$ cat src/rtl/pxd_pkg.sv
// Shared constants and types for the extended pointer-arithmetic instruction decoder.
package pxd_pkg;

  // ****************************************************************
  // Widths
  // ****************************************************************
  localparam int PXD_PTR_W = 12;
  localparam int PXD_PC_W = 21;
  localparam int PXD_INS_W = 16;

  // ****************************************************************
  // Opcode fields
  // ****************************************************************
  localparam logic [7:0] PXD_OP_ADD_PTR = 8'he8;
  localparam logic [7:0] PXD_OP_SUB_PTR = 8'he9;
  localparam logic [7:0] PXD_OP_PUSH_LIT = 8'hea;
  localparam logic [7:0] PXD_OP_MOVE_IDX = 8'heb;
  localparam logic [3:0] PXD_OP_SECOND = 4'hf;
  localparam logic [15:0] PXD_OP_CALL_W = 16'h0014;
  localparam logic [1:0] PXD_SEL_STACK = 2'h3;
  localparam int PXD_STACK_PTR_IDX = 2;
  localparam logic [PXD_PC_W-1:0] PXD_PC_STEP = 21'h000002;
  localparam logic [11:0] PXD_PTR_RST = 12'h000;

  // ****************************************************************
  // Decoded operations
  // ****************************************************************
  typedef enum logic [7:0] {
    PXD_NONE = 8'h01,
    PXD_ADD = 8'h02,
    PXD_SUB = 8'h04,
    PXD_ADD_RET = 8'h08,
    PXD_SUB_RET = 8'h10,
    PXD_CALL_VIA_W = 8'h20,
    PXD_PUSH = 8'h40,
    PXD_MOVE = 8'h80
  } pxd_op_t;

  // ****************************************************************
  // Sequencer states
  // ****************************************************************
  typedef enum logic [3:0] {
    PXD_ST_EXEC = 4'h1,
    PXD_ST_NOP = 4'h2,
    PXD_ST_MOVE2 = 4'h4,
    PXD_ST_SPARE = 4'h8
  } pxd_state_t;

endpackage

$ cat src/rtl/pxd_core.sv
// Execution sequencer for the extended pointer-arithmetic instruction group.
`timescale 1ns/100ps
module pxd_core
  import pxd_pkg::*;
(
  // Clock and reset
  input wire logic clk_i,
  input wire logic rst_n_i,
  // Configuration, level from the fuse logic on this clock
  input wire logic ext_en_i,
  // Fetched instruction
  input wire logic instr_valid_i,
  input wire logic [PXD_INS_W-1:0] instr_i,
  input wire logic [PXD_PC_W-1:0] pc_i,
  // Core registers read by the block
  input wire logic [7:0] working_register_i,
  input wire logic [7:0] program_counter_high_latch_i,
  input wire logic [7:0] program_counter_upper_latch_i,
  input wire logic [PXD_PC_W-1:0] return_stack_top_i,
  input wire logic [7:0] data_rd_i,
  // Data space access
  output logic [PXD_PTR_W-1:0] data_addr_o,
  output logic data_rd_o,
  output logic data_we_o,
  output logic [7:0] data_wr_o,
  // Program flow
  output logic pc_load_o,
  output logic [PXD_PC_W-1:0] pc_o,
  output logic push_o,
  output logic [PXD_PC_W-1:0] push_addr_o,
  output logic pop_o,
  output logic flush_o,
  // Pointer registers
  output logic [PXD_PTR_W-1:0] ptr0_o,
  output logic [PXD_PTR_W-1:0] ptr1_o,
  output logic [PXD_PTR_W-1:0] ptr2_o,
  output logic busy_o
);

  // ****************************************************************
  // State
  // ****************************************************************
  typedef struct packed {
    pxd_state_t st;
    logic [2:0][PXD_PTR_W-1:0] ptr;
    logic dst_idx;
    logic busy;
    logic [PXD_PTR_W-1:0] addr;
    logic rd;
    logic we;
    logic [7:0] wdat;
    logic pc_load;
    logic [PXD_PC_W-1:0] pc;
    logic push;
    logic [PXD_PC_W-1:0] push_addr;
    logic pop;
    logic flush;
  } pxd_core_s_t;

  pxd_core_s_t s_q;
  pxd_core_s_t s_d;
  pxd_op_t op;
  logic [1:0] sel;
  logic [PXD_PTR_W-1:0] alu_in;
  logic [PXD_PTR_W-1:0] alu_res;
  logic [PXD_PTR_W-1:0] sp;

  // ****************************************************************
  // Decode and arithmetic
  // ****************************************************************
  pxd_decode u_dec (
    .instr_i(instr_i),
    .ext_en_i(ext_en_i),
    .op_o(op)
  );

  // The return forms always steer the stack pointer, whatever the selector says.
  assign sel = (instr_i[7:6] == PXD_SEL_STACK) ? 2'(PXD_STACK_PTR_IDX) : instr_i[7:6];
  assign alu_in = s_q.ptr[sel];
  assign sp = s_q.ptr[PXD_STACK_PTR_IDX];

  pxd_ptr_alu u_alu (
    .ptr_i(alu_in),
    .lit_i(instr_i[5:0]),
    .sub_i(instr_i[8]),
    .res_o(alu_res)
  );

  // Index an offset off the software stack pointer.
  function automatic logic [PXD_PTR_W-1:0] idx_addr(input logic [PXD_PTR_W-1:0] base,
                                                     input logic [6:0] off);
    idx_addr = base + {{(PXD_PTR_W-7){1'b0}}, off};
  endfunction

  // ****************************************************************
  // Next state
  // ****************************************************************
  // Strobes last one cycle; the pointers, move context, address, write data, pc and push address persist.
  always_comb begin
    s_d = s_q;
    s_d.rd = 1'b0;
    s_d.we = 1'b0;
    s_d.pc_load = 1'b0;
    s_d.push = 1'b0;
    s_d.pop = 1'b0;
    s_d.flush = 1'b0;
    unique case (s_q.st)
      PXD_ST_EXEC: begin
        if (instr_valid_i) begin
          unique case (op)
            PXD_ADD: s_d.ptr[sel] = alu_res;
            PXD_SUB: s_d.ptr[sel] = alu_res;
            PXD_ADD_RET, PXD_SUB_RET: begin
              s_d.ptr[PXD_STACK_PTR_IDX] = alu_res;
              s_d.pc_load = 1'b1;
              s_d.pc = return_stack_top_i;
              s_d.pop = 1'b1;
              s_d.flush = 1'b1;
              s_d.st = PXD_ST_NOP;
            end
            PXD_CALL_VIA_W: begin
              s_d.push = 1'b1;
              s_d.push_addr = pc_i + PXD_PC_STEP;
              s_d.pc_load = 1'b1;
              s_d.pc = {program_counter_upper_latch_i[4:0], program_counter_high_latch_i,
                        working_register_i};
              s_d.flush = 1'b1;
              s_d.st = PXD_ST_NOP;
            end
            PXD_PUSH: begin
              s_d.we = 1'b1;
              s_d.addr = sp;
              s_d.wdat = instr_i[7:0];
              s_d.ptr[PXD_STACK_PTR_IDX] = sp - 12'h001;
            end
            PXD_MOVE: begin
              s_d.rd = 1'b1;
              s_d.addr = idx_addr(sp, instr_i[6:0]);
              s_d.dst_idx = instr_i[7];
              s_d.st = PXD_ST_MOVE2;
            end
            default: ;
          endcase
        end
      end
      PXD_ST_NOP: s_d.st = PXD_ST_EXEC;
      PXD_ST_MOVE2: begin
        if (instr_valid_i) begin
          s_d.we = 1'b1;
          s_d.wdat = data_rd_i;
          s_d.addr = s_q.dst_idx ? idx_addr(sp, instr_i[6:0]) : instr_i[11:0];
          s_d.st = PXD_ST_EXEC;
        end
      end
      default: s_d.st = PXD_ST_EXEC;
    endcase
    // Busy is registered beside the state, so the output needs no decode after the flop.
    s_d.busy = (s_d.st != PXD_ST_EXEC);
    if (!rst_n_i) begin
      s_d = '0;
      s_d.st = PXD_ST_EXEC;
      s_d.ptr = {3{PXD_PTR_RST}};
    end
  end

  always_ff @(posedge clk_i) begin
    s_q <= s_d;
  end

  // ****************************************************************
  // Outputs
  // ****************************************************************
  assign data_addr_o = s_q.addr;
  assign data_rd_o = s_q.rd;
  assign data_we_o = s_q.we;
  assign data_wr_o = s_q.wdat;
  assign pc_load_o = s_q.pc_load;
  assign pc_o = s_q.pc;
  assign push_o = s_q.push;
  assign push_addr_o = s_q.push_addr;
  assign pop_o = s_q.pop;
  assign flush_o = s_q.flush;
  assign ptr0_o = s_q.ptr[0];
  assign ptr1_o = s_q.ptr[1];
  assign ptr2_o = s_q.ptr[2];
  assign busy_o = s_q.busy;

  // ****************************************************************
  // Checks
  // ****************************************************************
  // Pointer add and subtract finish in one cycle and touch nothing else.
  chk_add_ptr_val: assert property (@(posedge clk_i) disable iff (!rst_n_i)
    (s_q.st == PXD_ST_EXEC && instr_valid_i && op == PXD_ADD && sel == 2'h0)
    |=> ptr0_o == $past(ptr0_o) + {6'h00, $past(instr_i[5:0])})
    else $error("pointer add wrong");
  chk_add_ptr_only: assert property (@(posedge clk_i) disable iff (!rst_n_i)
    (s_q.st == PXD_ST_EXEC && instr_valid_i && op == PXD_ADD && sel == 2'h0)
    |=> $stable(ptr1_o) && $stable(ptr2_o) && !data_we_o && !pc_load_o && !busy_o)
    else $error("pointer add touched other state");
  chk_sub_ptr_val: assert property (@(posedge clk_i) disable iff (!rst_n_i)
    (s_q.st == PXD_ST_EXEC && instr_valid_i && op == PXD_SUB && sel == 2'h1)
    |=> ptr1_o == $past(ptr1_o) - {6'h00, $past(instr_i[5:0])})
    else $error("pointer subtract wrong");
  // A step below zero must come back modulo the pointer width, never saturate.
  chk_sub_ptr_wrap: assert property (@(posedge clk_i) disable iff (!rst_n_i)
    (s_q.st == PXD_ST_EXEC && instr_valid_i && op == PXD_SUB && sel == 2'h2)
    |=> ptr2_o == $past(ptr2_o) - {6'h00, $past(instr_i[5:0])})
    else $error("pointer subtract did not wrap");

  // Return forms steer only the stack pointer, then spend one cycle refilling.
  chk_ret_sp_add: assert property (@(posedge clk_i) disable iff (!rst_n_i)
    (s_q.st == PXD_ST_EXEC && instr_valid_i && op == PXD_ADD_RET)
    |=> ptr2_o == $past(ptr2_o) + {6'h00, $past(instr_i[5:0])}
        && $stable(ptr0_o) && $stable(ptr1_o))
    else $error("add and return pointer wrong");
  chk_ret_sp_sub: assert property (@(posedge clk_i) disable iff (!rst_n_i)
    (s_q.st == PXD_ST_EXEC && instr_valid_i && op == PXD_SUB_RET)
    |=> ptr2_o == $past(ptr2_o) - {6'h00, $past(instr_i[5:0])}
        && $stable(ptr0_o) && $stable(ptr1_o))
    else $error("subtract and return pointer wrong");
  chk_ret_pc_load: assert property (@(posedge clk_i) disable iff (!rst_n_i)
    (s_q.st == PXD_ST_EXEC && instr_valid_i && (op == PXD_ADD_RET || op == PXD_SUB_RET))
    |=> pc_load_o && pop_o && pc_o == $past(return_stack_top_i))
    else $error("return did not load pc");
  chk_addret_nop: assert property (@(posedge clk_i) disable iff (!rst_n_i)
    (s_q.st == PXD_ST_EXEC && instr_valid_i && op == PXD_ADD_RET)
    |=> busy_o ##1 (!busy_o && !data_we_o && !pc_load_o && !pop_o))
    else $error("add and return second cycle not a nop");
  chk_ret_nop_cyc: assert property (@(posedge clk_i) disable iff (!rst_n_i)
    (s_q.st == PXD_ST_EXEC && instr_valid_i && op == PXD_SUB_RET)
    |=> busy_o ##1 (!busy_o && !data_we_o && !pc_load_o))
    else $error("second cycle not a nop");
  // A word presented during the refill cycle belongs to the old flow and is dropped.
  chk_nop_ignored: assert property (@(posedge clk_i) disable iff (!rst_n_i)
    (s_q.st == PXD_ST_NOP)
    |=> $stable(ptr0_o) && $stable(ptr1_o) && $stable(ptr2_o) && !busy_o && !data_we_o)
    else $error("word taken during refill cycle");

  // Call through the working register pushes, jumps and then refills.
  chk_call_w_push: assert property (@(posedge clk_i) disable iff (!rst_n_i)
    (s_q.st == PXD_ST_EXEC && instr_valid_i && op == PXD_CALL_VIA_W)
    |=> push_o && push_addr_o == $past(pc_i) + PXD_PC_STEP
        && pc_o[7:0] == $past(working_register_i))
    else $error("call through W wrong");
  chk_call_w_page: assert property (@(posedge clk_i) disable iff (!rst_n_i)
    (s_q.st == PXD_ST_EXEC && instr_valid_i && op == PXD_CALL_VIA_W)
    |=> pc_load_o && pc_o[20:8] == {$past(program_counter_upper_latch_i[4:0]),
        $past(program_counter_high_latch_i)})
    else $error("call through W page wrong");
  chk_call_w_nop: assert property (@(posedge clk_i) disable iff (!rst_n_i)
    (s_q.st == PXD_ST_EXEC && instr_valid_i && op == PXD_CALL_VIA_W)
    |=> busy_o && flush_o ##1 (!busy_o && !push_o && !pc_load_o))
    else $error("call through W not two cycles");

  // Literal push writes at the old stack pointer in a single cycle.
  chk_push_lit: assert property (@(posedge clk_i) disable iff (!rst_n_i)
    (s_q.st == PXD_ST_EXEC && instr_valid_i && op == PXD_PUSH)
    |=> data_we_o && data_addr_o == $past(ptr2_o) && ptr2_o == $past(ptr2_o) - 12'h001)
    else $error("push literal wrong");
  chk_push_data: assert property (@(posedge clk_i) disable iff (!rst_n_i)
    (s_q.st == PXD_ST_EXEC && instr_valid_i && op == PXD_PUSH)
    |=> data_wr_o == $past(instr_i[7:0]) && !busy_o)
    else $error("push literal data wrong");

  // Moves read the source in the first cycle and write in the second.
  chk_move_src: assert property (@(posedge clk_i) disable iff (!rst_n_i)
    (s_q.st == PXD_ST_EXEC && instr_valid_i && op == PXD_MOVE)
    |=> data_rd_o && data_addr_o == $past(ptr2_o) + {5'h00, $past(instr_i[6:0])})
    else $error("move source address wrong");
  chk_move_two_cyc: assert property (@(posedge clk_i) disable iff (!rst_n_i)
    (s_q.st == PXD_ST_EXEC && instr_valid_i && op == PXD_MOVE)
    |=> busy_o && !data_we_o)
    else $error("move did not wait for its second word");
  chk_move_abs_dst: assert property (@(posedge clk_i) disable iff (!rst_n_i)
    (s_q.st == PXD_ST_MOVE2 && instr_valid_i && !s_q.dst_idx)
    |=> data_we_o && data_addr_o == $past(instr_i[11:0]) && data_wr_o == $past(data_rd_i))
    else $error("move to absolute wrong");
  chk_move_idx_dst: assert property (@(posedge clk_i) disable iff (!rst_n_i)
    (s_q.st == PXD_ST_MOVE2 && instr_valid_i && s_q.dst_idx)
    |=> data_we_o && data_addr_o == $past(ptr2_o) + {5'h00, $past(instr_i[6:0])})
    else $error("move to indexed wrong");

  // With the extended set off no pointer, write or jump may follow.
  chk_ext_off: assert property (@(posedge clk_i) disable iff (!rst_n_i)
    (!ext_en_i && !busy_o)
    |=> !data_we_o && !pc_load_o && $stable(ptr0_o) && $stable(ptr1_o) && $stable(ptr2_o))
    else $error("extended op ran while disabled");

endmodule // pxd_core

$ cat src/rtl/pxd_decode.sv
// Opcode classifier for the extended instruction group.
`timescale 1ns/100ps
module pxd_decode
  import pxd_pkg::*;
(
  // Instruction word and enable
  input wire logic [PXD_INS_W-1:0] instr_i,
  input wire logic ext_en_i,
  // Classification
  output pxd_op_t op_o
);

  // Classify the word; everything is ignored while the extended set is off.
  always_comb begin
    op_o = PXD_NONE;
    if (ext_en_i) begin
      if (instr_i[15:8] == PXD_OP_ADD_PTR) begin
        op_o = (instr_i[7:6] == PXD_SEL_STACK) ? PXD_ADD_RET : PXD_ADD;
      end else if (instr_i[15:8] == PXD_OP_SUB_PTR) begin
        op_o = (instr_i[7:6] == PXD_SEL_STACK) ? PXD_SUB_RET : PXD_SUB;
      end else if (instr_i[15:8] == PXD_OP_PUSH_LIT) begin
        op_o = PXD_PUSH;
      end else if (instr_i[15:8] == PXD_OP_MOVE_IDX) begin
        op_o = PXD_MOVE;
      end else if (instr_i == PXD_OP_CALL_W) begin
        op_o = PXD_CALL_VIA_W;
      end
    end
  end

endmodule // pxd_decode

$ cat src/rtl/pxd_ptr_alu.sv
// Pointer adder and subtracter for literal offsets.
`timescale 1ns/100ps
module pxd_ptr_alu
  import pxd_pkg::*;
(
  // Operands
  input wire logic [PXD_PTR_W-1:0] ptr_i,
  input wire logic [5:0] lit_i,
  input wire logic sub_i,
  // Result
  output logic [PXD_PTR_W-1:0] res_o
);

  logic [PXD_PTR_W-1:0] lit_ext;

  assign lit_ext = {{(PXD_PTR_W-6){1'b0}}, lit_i};
  assign res_o = sub_i ? ptr_i - lit_ext : ptr_i + lit_ext;

endmodule // pxd_ptr_alu

$ cat config.mk
export PLATFORM = sky130hd
export DESIGN_NAME = pxd_core
export DESIGN_NICKNAME = d
export VERILOG_FILES = /design/src/rtl/pxd_pkg.sv /design/src/rtl/pxd_core.sv /design/src/rtl/pxd_decode.sv /design/src/rtl/pxd_ptr_alu.sv
export SDC_FILE = /design/constraint.sdc
export NUM_CORES = 1
export LEC_CHECK = 0
export BUFFER_PORTS_ARGS = -buffer_cell sky130_fd_sc_hd__clkbuf_2
export CAP_MARGIN = 20
export CORE_MARGIN = 2
export CORE_UTILIZATION = 53
export CTS_CLUSTER_DIAMETER = 200
export CTS_CLUSTER_SIZE = 8
export DETAILED_ROUTE_END_ITERATION = 8
export GPL_ROUTABILITY_DRIVEN = 0
export GPL_TIMING_DRIVEN = 0
export PLACE_DENSITY = 0.88
export SLEW_MARGIN = 30
export SYNTH_ARGS = -nofsm -noshare
export SYNTH_HDL_FRONTEND = slang
export SYNTH_SLANG_ARGS = --single-unit
$ cat constraint.sdc
create_clock -name clk_i -period 5.29 [get_ports clk_i]
set_clock_uncertainty 0.2 [all_clocks]
set_input_delay 1.3225 -clock clk_i [delete_from_list [all_inputs] [get_ports clk_i]]
set_output_delay 1.3225 -clock clk_i [all_outputs]
set_load 0.02 [all_outputs]
---- Word level (Yosys, flattened, before mapping) ----
Cells that the tools add are included.
operators by class
  reductions and logical operators ........ 15
  magnitude comparators ................... 2
  muxes and demuxes ....................... 35
  add/subtract/negate cells ............... 5
  equality and inequality tests ........... 20
operators with widths
  operator                                                                 number
  68-bit 2-to-1 mux                                                        1
  12-bit 2-to-1 mux                                                        5
  12-bit one-hot mux with 2 select lines                                   2
  22-bit one-hot mux with 2 select lines                                   1
  41-bit 2-to-1 mux                                                        1
  8-bit equality test (second input constant)                              5
  8-bit 2-to-1 mux                                                         5
  36-bit bitwise mux                                                       1
  12-bit one-hot mux with 3 select lines                                   1
  12-bit binary-select mux with 2-bit select                               1
  12-bit demux with 2-bit select                                           1
  24-bit 2-to-1 mux                                                        1
  22-bit 2-to-1 mux                                                        1
  21-bit by 2-bit adder with 21-bit output (second input constant)         1
  9-bit 2-to-1 mux                                                         2
  9-bit one-hot mux with 2 select lines                                    1
  3-bit AND reduction                                                      6
  16-bit by 5-bit equality test with 1-bit output (second input constant)  1
  4-bit one-hot mux with 2 select lines                                    2
  12-bit by 6-bit adder with 12-bit output                                 1
  12-bit by 7-bit adder with 12-bit output                                 1
  12-bit by 1-bit subtractor with 12-bit output (second input constant)    1
  12-bit by 6-bit subtractor with 12-bit output                            1
  8-bit by 2-bit equality test with 1-bit output (second input constant)   1
  25 further kinds                                                         33
storage, ports and cells
  flip-flop bits (word level) ............. 110
  bits of input ports ..................... 94
  logic and storage cells ................. 93

---- Logic depth before layout (Yosys ltp) ----
Gate-level depths: netlist of the first run.
  depth in word-level cells ............... 13
  depth in mapped cells ................... 13
  gate-level depth less buffers ........... 13

---- Modules after synthesis ----
Synthesis of the first run repeated with hierarchy kept, for this count alone.
unflattened totals
  cell total of the unflattened synthesis .. 890
  area total of the unflattened synthesis .. 7337.0 µm²
modules (own cells, without submodules)
  module       area an instance (µm²)  cells each  times used  seq. area each (µm²)
  pxd_core     6540.0                  786         1           2202.1
  pxd_ptr_alu  620.6                   82          1           0.0
  pxd_decode   176.4                   22          1           0.0

---- Worst setup path before layout of the first run ----
No wires, ideal clock.
  path kind ............................... input to register
  from .................................... input instr_i[6]
  to ...................................... register (tool-made name)
  stages on the path ...................... 11
  setup time .............................. 0.087 ns
  data required time ...................... 5.003 ns
  path slack .............................. 1.135 ns
  arrival ................................. 3.868 ns
  cells stage by stage .................... buf_2 -> buf_1 -> mux2i_1 -> o21ai_0 -> ha_1 -> and2_1 -> a221oi_2 -> a21oi_1 -> nor4_1 -> o22ai_1 -> o31ai_1
RTL lines
  what             RTL line        source
  start, declared  pxd_core.sv:13  input wire logic [PXD_INS_W-1:0] instr_i,

==> metrics, run 1 <==
H-tree depth=3; Starting Density=between 50 and 60%; routed wire length per instance=approximately 16 um; final setup violation count=0; Post-synth ARST share=0%; Setup TNS Final=0 ns; die area=about 0.014 mm2; Detail Placement HPWL=between 15 and 20 mm; DRT Pass-1 Iters=5; Placed Cells=about 1.3k; fill count=around 1.2k; first-pass GRT wire length=32.20 mm; post-CTS resize count=0; CP Cell Sequence=clkbuf_2 > buf_2 > buf_1 > mux2i_1 > o21ai_0 > ha_1 > and2_1 > a221oi_2 > a21oi_1 > nor4_1 > o221ai_1 > a21oi_1; io pins=199; Distinct cells, synth=63; # rows=42; vias in the first global route=about 6.6k; I/O Buffers=194; postcts setup bufs=0; Synth Flop Type=dfxtp_1; Crit Path Max Fanout=10; Synth warnings=0; status=finished, final reports clean; most frequent cells in the layout=194 x clkbuf_2, 110 x dfxtp_1, 104 x nand2_1; top cell family by delay on the critical path=buffers and inverters; Post-layout nets=~1.2k; Inserted Diodes=0; clk_lat worst skew=around 0.36 ns; Peak supply drop=about 0.17 mV; post-route ant nets=0; Register Area=0.002202 mm2; CP startpoint kind=input pin; RSZ-0062 raised after global routing=no; die width=roughly 120 um; Worst-path clk slew=0.07 ns; final period utilization=between 80% and 90%; CTS max path bufs=2; Pleak=~3.9 nW; Hold Fails Final Rpt=0; total CTS buffers=9; kind of critical path=input pin to flip-flop; #FFs+latches synth=between 100 and 150; post-synth design cell area=0.007119 mm2; Worst path max stage delay=between 0.6 and 0.7 ns; Vias/cell=about 5.6; Setup crit end kind=flip-flop; Layout Cells excl Fill=about 1.3k; Fmax=0.2166 GHz; Seq/Total Area, Yosys=30.93%; CTS Root Buffer Type=clkbuf_16; core area=~0.013 mm2; Die Height=around 120 um; Slew Limit Fails=0; most common cell after layout, fill and taps aside=clkbuf_2; Iter 0 DRT Violations=509; Critical Path Most Common Cell=a21oi_1; final WL=between 20 and 25 mm; share of cells above drive strength 1=a little under a third; Post-Syn Nets=a little over 1k; DR DRC count=0; critical path arrival=4.71 ns; PD cells=198.8 mW/mm2; Syn Inst Count=900; Worst EP required=approximately 5.4 ns; fin crit period=4.617 ns; CTS sink cnt=between 100 and 150; Slew headroom=a little over two fifths; max cap viols=0; Hold Crit Class=flip-flop to flip-flop; Buf/Inv on CP=3; critical path's slowest cell=buf_1; hold buffer count at cts=0; area of the multi-input gates=between 0.003 and 0.004 mm2; grt ovf=0; Worst-Margin Slew=between 0.8 and 0.9 ns; GRT Resource Usage Total=28.01%; initial antenna violation count=0; CTS tree=done; vias=between 7k and 8k; pin count of the biggest net entering global routing=18; EDFF count, synth=0; syn avg cell area=around 7.9 um2; area grow syn2layout=21.09%
-- metrics by stage --
step           util [%]  worst slack (ns)  hold WS [ns]  power, mW  instance area (um2)
3_5_place_dp      63.01            0.4110        0.2448      1.021                 8310
6_report          65.36            0.6726        0.2510      1.714                 8621
5_1_grt           65.36            0.4535        0.2644      1.772                 8621
2_1_floorplan         -             1.135        0.2322     0.9419                 7119
4_1_cts           65.36            0.7082        0.2548      1.719                 8621
3_3_place_gp      63.01            0.4711        0.2396      1.019                 8310
-- worst paths after layout --
kind                          from                    end  slack (ns)  cells past startpoint
max                     instr_i[6]              flip-flop        0.67                     12
min          pc_o[12]$_SDFFE_PN0P_  pc_o[12]$_SDFFE_PN0P_        0.25                      2
max reg2reg              flip-flop              flip-flop        2.37                     12
min reg2reg  pc_o[12]$_SDFFE_PN0P_  pc_o[12]$_SDFFE_PN0P_        0.25                      2
-- cells in the mapped netlist (3+ instances only) --
library cell	count	area, um2
and4b_1	3	30.03
buf_4	100	750.7
a22oi_1	17	127.6
mux2i_1	21	210.2
xor2_1	26	227.7
nor2_1	92	345.3
o21a_1	7	52.55
a22o_1	21	183.9
xnor2_1	19	166.4
nand2_1	104	390.4
o211ai_1	5	37.54
o21ai_1	3	15.01
a211o_1	9	78.83
o221ai_1	4	35.03
clkbuf_1	36	135.1
o21ai_0	39	195.2
a21oi_1	76	380.4
and2_1	4	25.02
nand4_1	9	56.30
and4_1	5	43.79
inv_1	10	37.54
or3_1	4	25.02
nand4b_1	4	35.03
a211oi_1	26	195.2
and3_1	10	62.56
nor4_1	3	18.77
dfxtp_1	110	2202
nand3_1	29	145.1
nand2b_1	4	25.02
a31oi_1	9	56.30
ha_1	21	262.8
buf_2	12	60.06
buf_1	4	15.01
nor3_1	7	35.03
a21o_1	11	82.58
-- cells by family (layout without fill, tap and decap cells) --
family	after synthesis	in the layout	synth area share, %
flip-flops	110	110	30.93
adder cells (fa/ha/maj)	23	23	4.253
AND/OR/NAND/NOR	295	295	20.05
XOR/XNOR	45	45	5.536
multiplexers	21	21	2.953
buffers and inverters	162	372	14.02
other	1	1	0.05267
AO/OA/AOI/OAI	243	243	22.20
-- worst reg2reg max path, cell delays in order, from the launching register on --
cell,delay [ns]
dfxtp_1,0.34
mux2i_1,0.13
nor2_1,0.05
a21oi_1,0.14
ha_1,0.19
inv_1,0.06
fa_1,0.42
a211oi_1,0.35
o211ai_1,0.18
a41oi_1,0.28
xnor2_1,0.15
a221oi_1,0.28
nor2_1,0.06
-- layout make-up --
cell class	count	area share (%)
plain buffers	152	11.15
repair buffers	194	11.26
well taps	176	2.554
flip-flops and latches	110	25.54
inverters	10	0.4354
clock buffers	12	2.975
clock inverters	4	0.6241
multi-input cells	628	45.46
-- layer usage --
layer / GRT usage (%) / wire [um] / vias up
met4: 11.76 / 681 / 0
met1: 34.81 / 8483 / 3280
met3: 4.943 / 1598 / 51
met5: 0 / 0 / -
met2: 47.66 / 9972 / 328
li1: - / - / 3507
-- report_power, final --
| group | switching (mW) | internal, mW |
|---|---|---|
| clock network | 0.311 | 0.395 |
| logic | 0.113 | 0.0666 |
| registers | 0.000618 | 0.828 |
No activity file was read; power rests on OpenSTA's default activity.
==> inputs of run 2 (changes only) <==
RECOVER_POWER = 25   (was not set)
clock period = 4.8 ns   (was 5.29 ns; I/O delays follow)
==> run 2 against run 1 <==
  * Die area did not move
  * Combinational power increased by 10%
  * Sequential cell count is the same
  * Worst hold slack improved by 0.00054 ns
  * Register-to-register slack worse by 0.49 ns
  * Critical path type unchanged
  * Highest routed layer unchanged
==> metrics, run 2 (same netlist as run 1, synthesis figures left out) <==
CTS max path bufs=2; Iter 0 DRT Violations=~450; H-tree depth=3; io pins=199; postcts setup bufs=0; vias=7,174; Placed Cells=approximately 1.3k; GRT Resource Usage Total=~28%; final period utilization=~94%; area of the multi-input gates=about 0.004 mm2; grt ovf=0; core area=0.01319 mm2; CP Cell Sequence=clkbuf_2 > buf_2 > buf_1 > mux2i_1 > o21ai_0 > ha_1 > and2_1 > a221oi_2 > a21oi_1 > nor4_1 > o221ai_1 > a21oi_1; Inserted Diodes=0; Register Area=about 0.0022 mm2; Crit Path Max Fanout=10; Critical Path Most Common Cell=a21oi_1; most frequent cells in the layout=141 x clkbuf_2, 110 x dfxtp_1, 104 x nand2_1; post-route cell area=around 0.0086 mm2; Setup TNS Final=0 ns; Pleak=between 3 and 4 nW; vias in the first global route=about 6.6k; CTS sink cnt=110; critical path's slowest cell=buf_1; post-CTS resize count=0; Hold Fails Final Rpt=0; RSZ-0062 raised after global routing=no; CTS Root Buffer Type=clkbuf_16; total CTS buffers=9; DR DRC count=0; I/O Buffers=~190; final WL=around 21 mm; DRT Pass-1 Iters=5; kind of critical path=input pin to flip-flop; Peak supply drop=0.1904 mV; post-route ant nets=0; first-pass GRT wire length=32.20 mm; fin crit period=approximately 4.5 ns; clk_lat worst skew=~0.36 ns; initial antenna violation count=0; routed wire length per instance=about 16 um; CTS tree=done; Worst path max stage delay=0.68 ns; CP startpoint kind=input pin; die area=about 0.014 mm2; Worst-Margin Slew=approximately 0.84 ns; PD cells=221.0 mW/mm2; # rows=42; Final Util=around 65%; DP Area=0.008310 mm2; fill count=roughly 1.2k; pin count of the biggest net entering global routing=18; Fmax=0.2222 GHz; Slew headroom=between 40% and 50%; Detail Placement HPWL=16.06 mm; share of cells above drive strength 1=about 25%; Worst Hold Slack=about 0.25 ns; status=finished, final reports clean; hold buffer count at cts=0; max cap viols=0; final setup violation count=0; Worst-path clk slew=0.07 ns; Slew Limit Fails=0; Starting Density=approximately 54%; Die Height=between 100 and 150 um; Layout Cells excl Fill=between 1k and 1.5k; most common cell after layout, fill and taps aside=clkbuf_2; die width=about 120 um; critical path arrival=4.59 ns; area grow syn2layout=20.16%; Vias/cell=5.579; Worst EP required=slightly below 5 ns; Post-layout nets=1,222; Hold Crit Class=flip-flop to flip-flop; Setup crit end kind=flip-flop
-- run 2: area by class of cell --
cell class | instances | share of cell area [%]
Timing Repair Buffer | 194 | 10.57
Sequential cell | 110 | 25.74
Clock inverter | 4 | 0.6289
Buffer | 152 | 11.23
Multi-Input combinational cell | 628 | 45.81
Tap cell | 176 | 2.574
Inverter | 10 | 0.4388
Clock buffer | 12 | 2.998
-- run 2: worst paths after layout --
kind | startpoint | end | slack (ns) | cells past startpoint
worst max-delay path | instr_i[6] | flip-flop | 0.30 | 12
worst max register to register | flip-flop | flip-flop | 1.88 | 12
worst min-delay path | pc_o[12]$_SDFFE_PN0P_ | pc_o[12]$_SDFFE_PN0P_ | 0.25 | 2
worst min register to register | pc_o[12]$_SDFFE_PN0P_ | pc_o[12]$_SDFFE_PN0P_ | 0.25 | 2
-- run 2: per-layer routing --
metal / up-vias / GRT usage (%) / part of all wire [%]
met2: 316 / 47.66 / 48
li1: 3512 / - / -
met4: 0 / 11.76 / 3.7
met3: 55 / 4.943 / 7.4
met1: 3291 / 34.81 / 41
met5: - / 0 / 0
-- run 2: report_power, final --
part / switching [mW] / leakage (nW) / internal [mW] / total (mW)
clock: 0.344 / 0.145 / 0.436 / 0.780
combinational: 0.124 / 2.68 / 0.0733 / 0.197
sequential: 0.000683 / 0.886 / 0.913 / 0.913
-- run 2: through the flow --
step / power [mW] / worst slack [ns]
finish: 1.890 / 0.3002
global placement: 1.123 / 0.1036
CTS: 1.895 / 0.3407
floorplan: 1.038 / 0.7672
global route: 1.953 / 0.08600
detailed placement: 1.125 / 0.04351
-- run 2: critical path: cells and delay by family --
family,cells,cell delay [ns]
AO/OA/AOI/OAI,5,1.01
adder cells (fa/ha/maj),1,0.38
buffers and inverters,3,1.07
multiplexers,1,0.30
AND/OR/NAND/NOR,2,0.61
==> inputs of run 3 (changes only) <==
--- a/config.mk
+++ b/config.mk
@@ -16,3 +16,3 @@
 export GPL_TIMING_DRIVEN = 0
-export PLACE_DENSITY = 0.88
+export PLACE_DENSITY_LB_ADDON = 0.12
 export RECOVER_POWER = 25
==> constraint.sdc (replaced) <==
create_clock -name clk_i -period 4.8 [get_ports clk_i]
set_clock_uncertainty 0.2 [all_clocks]
set_input_delay 0.96 -clock clk_i [delete_from_list [all_inputs] [get_ports clk_i]]
set_output_delay 0.96 -clock clk_i [all_outputs]
set_load 0.02 [all_outputs]
==> run 3 against run 2 <==
  * Final area fell by 0.42%
  * Cell count did not move
  * Critical path depth did not move
  * Combinational power barely moved
  * Via count fell by 0.95%
  * Sequential share of layout area rose by 0.11 points
  * Clock power fell by 9.2%
  * Non-clock buffer count did not move
  * Die area did not move
  * Clock-buffer cell count fell by 2
  * Highest routed layer unchanged
==> metrics, run 3 (same netlist as run 1, synthesis figures left out) <==
# rows=42; critical path arrival=approximately 4.5 ns; GRT Resource Usage Total=28.25%; Detail Placement HPWL=between 15 and 20 mm; DR DRC count=0; Worst-path clk slew=about 0.070 ns; critical path's slowest cell=buf_1; met1 usage=a little under two fifths; grt peak-use layer=met2; CP startpoint kind=input pin; Net Sw Frac=about a quarter; sw power=roughly 480 uW; die width=between 100 and 150 um; Iter 0 DRT Violations=between 500 and 600; most common cell after layout, fill and taps aside=clkbuf_2; CTS tree=done; Slew headroom=roughly 36%; hold buffer count at cts=0; Hold Crit Class=flip-flop to flip-flop; Peak supply drop=around 0.27 mV; initial antenna violation count=0; pin count of the biggest net entering global routing=19; post-CTS resize count=0; post-route ant nets=0; CTS Root Buffer Type=clkbuf_16; Hold Fails Final Rpt=0; Crit Path Max Fanout=10; final period utilization=around nine tenths; Internal=roughly 1.3 mW; part of the power in combinational logic=a little over a tenth; io pins=approximately 200; Setup TNS Final=0 ns; Worst-Margin Slew=approximately 0.95 ns; Worst EP required=4.89 ns; postcts setup bufs=0; Die Height=119.9 um; met3 Track Usage GR=4.800%; Slew Limit Fails=0; DP Area=roughly 0.0083 mm2; final WL=~20 mm; grt met2 use=approximately 46%; Inserted Diodes=0; status=finished, final reports clean; Placed Cells=approximately 1.3k; post-route cell area=0.008518 mm2; Critical Path Most Common Cell=a21oi_1; clock network fraction of total power=39.0%; first-pass GRT wire length=32.35 mm; most frequent cells in the layout=141 x clkbuf_2, 110 x dfxtp_1, 104 x nand2_1; Final Util=roughly 65%; Fmax=roughly 0.23 GHz; H-tree depth=3; die area=around 0.014 mm2; Worst path max stage delay=about 0.76 ns; core area=approximately 0.013 mm2; Post-layout nets=~1.2k; total CTS buffers=9; share of cells above drive strength 1=roughly 25%; CP Cell Sequence=clkbuf_2 > buf_2 > buf_1 > mux2i_1 > o21ai_0 > ha_1 > and2_1 > a221oi_2 > a21oi_1 > nor4_1 > o221ai_1 > a21oi_1; Vias/cell=about 5.5; vias=about 7.1k; RSZ-0062 raised after global routing=no; fin crit period=around 4.4 ns; sequential power share=roughly 50%; PD cells=between 200 and 250 mW/mm2; Pleak=3.699 nW; max cap viols=0; DRT Pass-1 Iters=5; final setup violation count=0; Setup crit end kind=flip-flop; clk_lat worst skew=about 0.36 ns; I/O Buffers=roughly 190; area grow syn2layout=19.65%; vias in the first global route=approximately 6.3k; grt ovf=0; Starting Density=between 50 and 60%; CTS sink cnt=110; Layout Cells excl Fill=around 1.3k; routed wire length per instance=~16 um; Worst Hold Slack=about 0.25 ns; kind of critical path=input pin to flip-flop; CTS max path bufs=2; top cell family by delay on the critical path=buffers and inverters; Buf/Inv on CP=3
-- run 3: metrics by stage --
| stage | worst slack (ns) | total power, mW |
|---|---|---|
| 2_1_floorplan | 1.007 | 1.038 |
| 3_3_place_gp | 0.06295 | 1.125 |
| 3_5_place_dp | 0.08956 | 1.126 |
| 4_1_cts | 0.4268 | 1.825 |
| 5_1_grt | 0.1523 | 1.881 |
| 6_report | 0.3922 | 1.818 |
-- run 3: layer usage --
metal / up-vias / share of wire, %
li1: 3504 / -
met1: 3306 / 46
met2: 279 / 46
met3: 17 / 6.9
met4: 0 / 1.3
met5: - / 0
-- run 3: final timing paths --
| kind | start | end | slack, ns | cells past startpoint |
|---|---|---|---|---|
| hold reg to reg | pc_o[1]$_SDFFE_PN0P_ | pc_o[1]$_SDFFE_PN0P_ | 0.25 | 2 |
| setup reg to reg | flip-flop | flip-flop | 1.86 | 12 |
| hold / removal | pc_o[1]$_SDFFE_PN0P_ | pc_o[1]$_SDFFE_PN0P_ | 0.25 | 2 |
| setup / recovery | instr_i[6] | flip-flop | 0.39 | 12 |
-- run 3: layout make-up --
class,count,area (um2)
clock inverter,6,45.04
fill,1270,4672
clock buffer,10,229.0
buffer,152,960.9
timing repair buffer,194,904.6
tap,176,220.2
multi-input combinational,628,3919
sequential,110,2202
inverter,10,37.54
-- run 3: power by group through the flow --
stage | Clock (mW) | Combinational [mW] | Sequential [mW]
detailed placement | 0 | 0.191 | 0.935
floorplan | 0 | 0.104 | 0.934
global placement | 0 | 0.190 | 0.935
finish | 0.708 | 0.197 | 0.913
CTS | 0.719 | 0.193 | 0.913
global route | 0.754 | 0.214 | 0.913
-- run 3: worst reg2reg max path: cells and delay by family, from the launching register on --
kind	cells	cell delay, ns
AO/OA/AOI/OAI	5	1.16
XOR/XNOR	1	0.16
adder cells (fa/ha/maj)	2	0.62
buffers and inverters	1	0.06
flip-flops	1	0.34
multiplexers	1	0.16
AND/OR/NAND/NOR	2	0.12
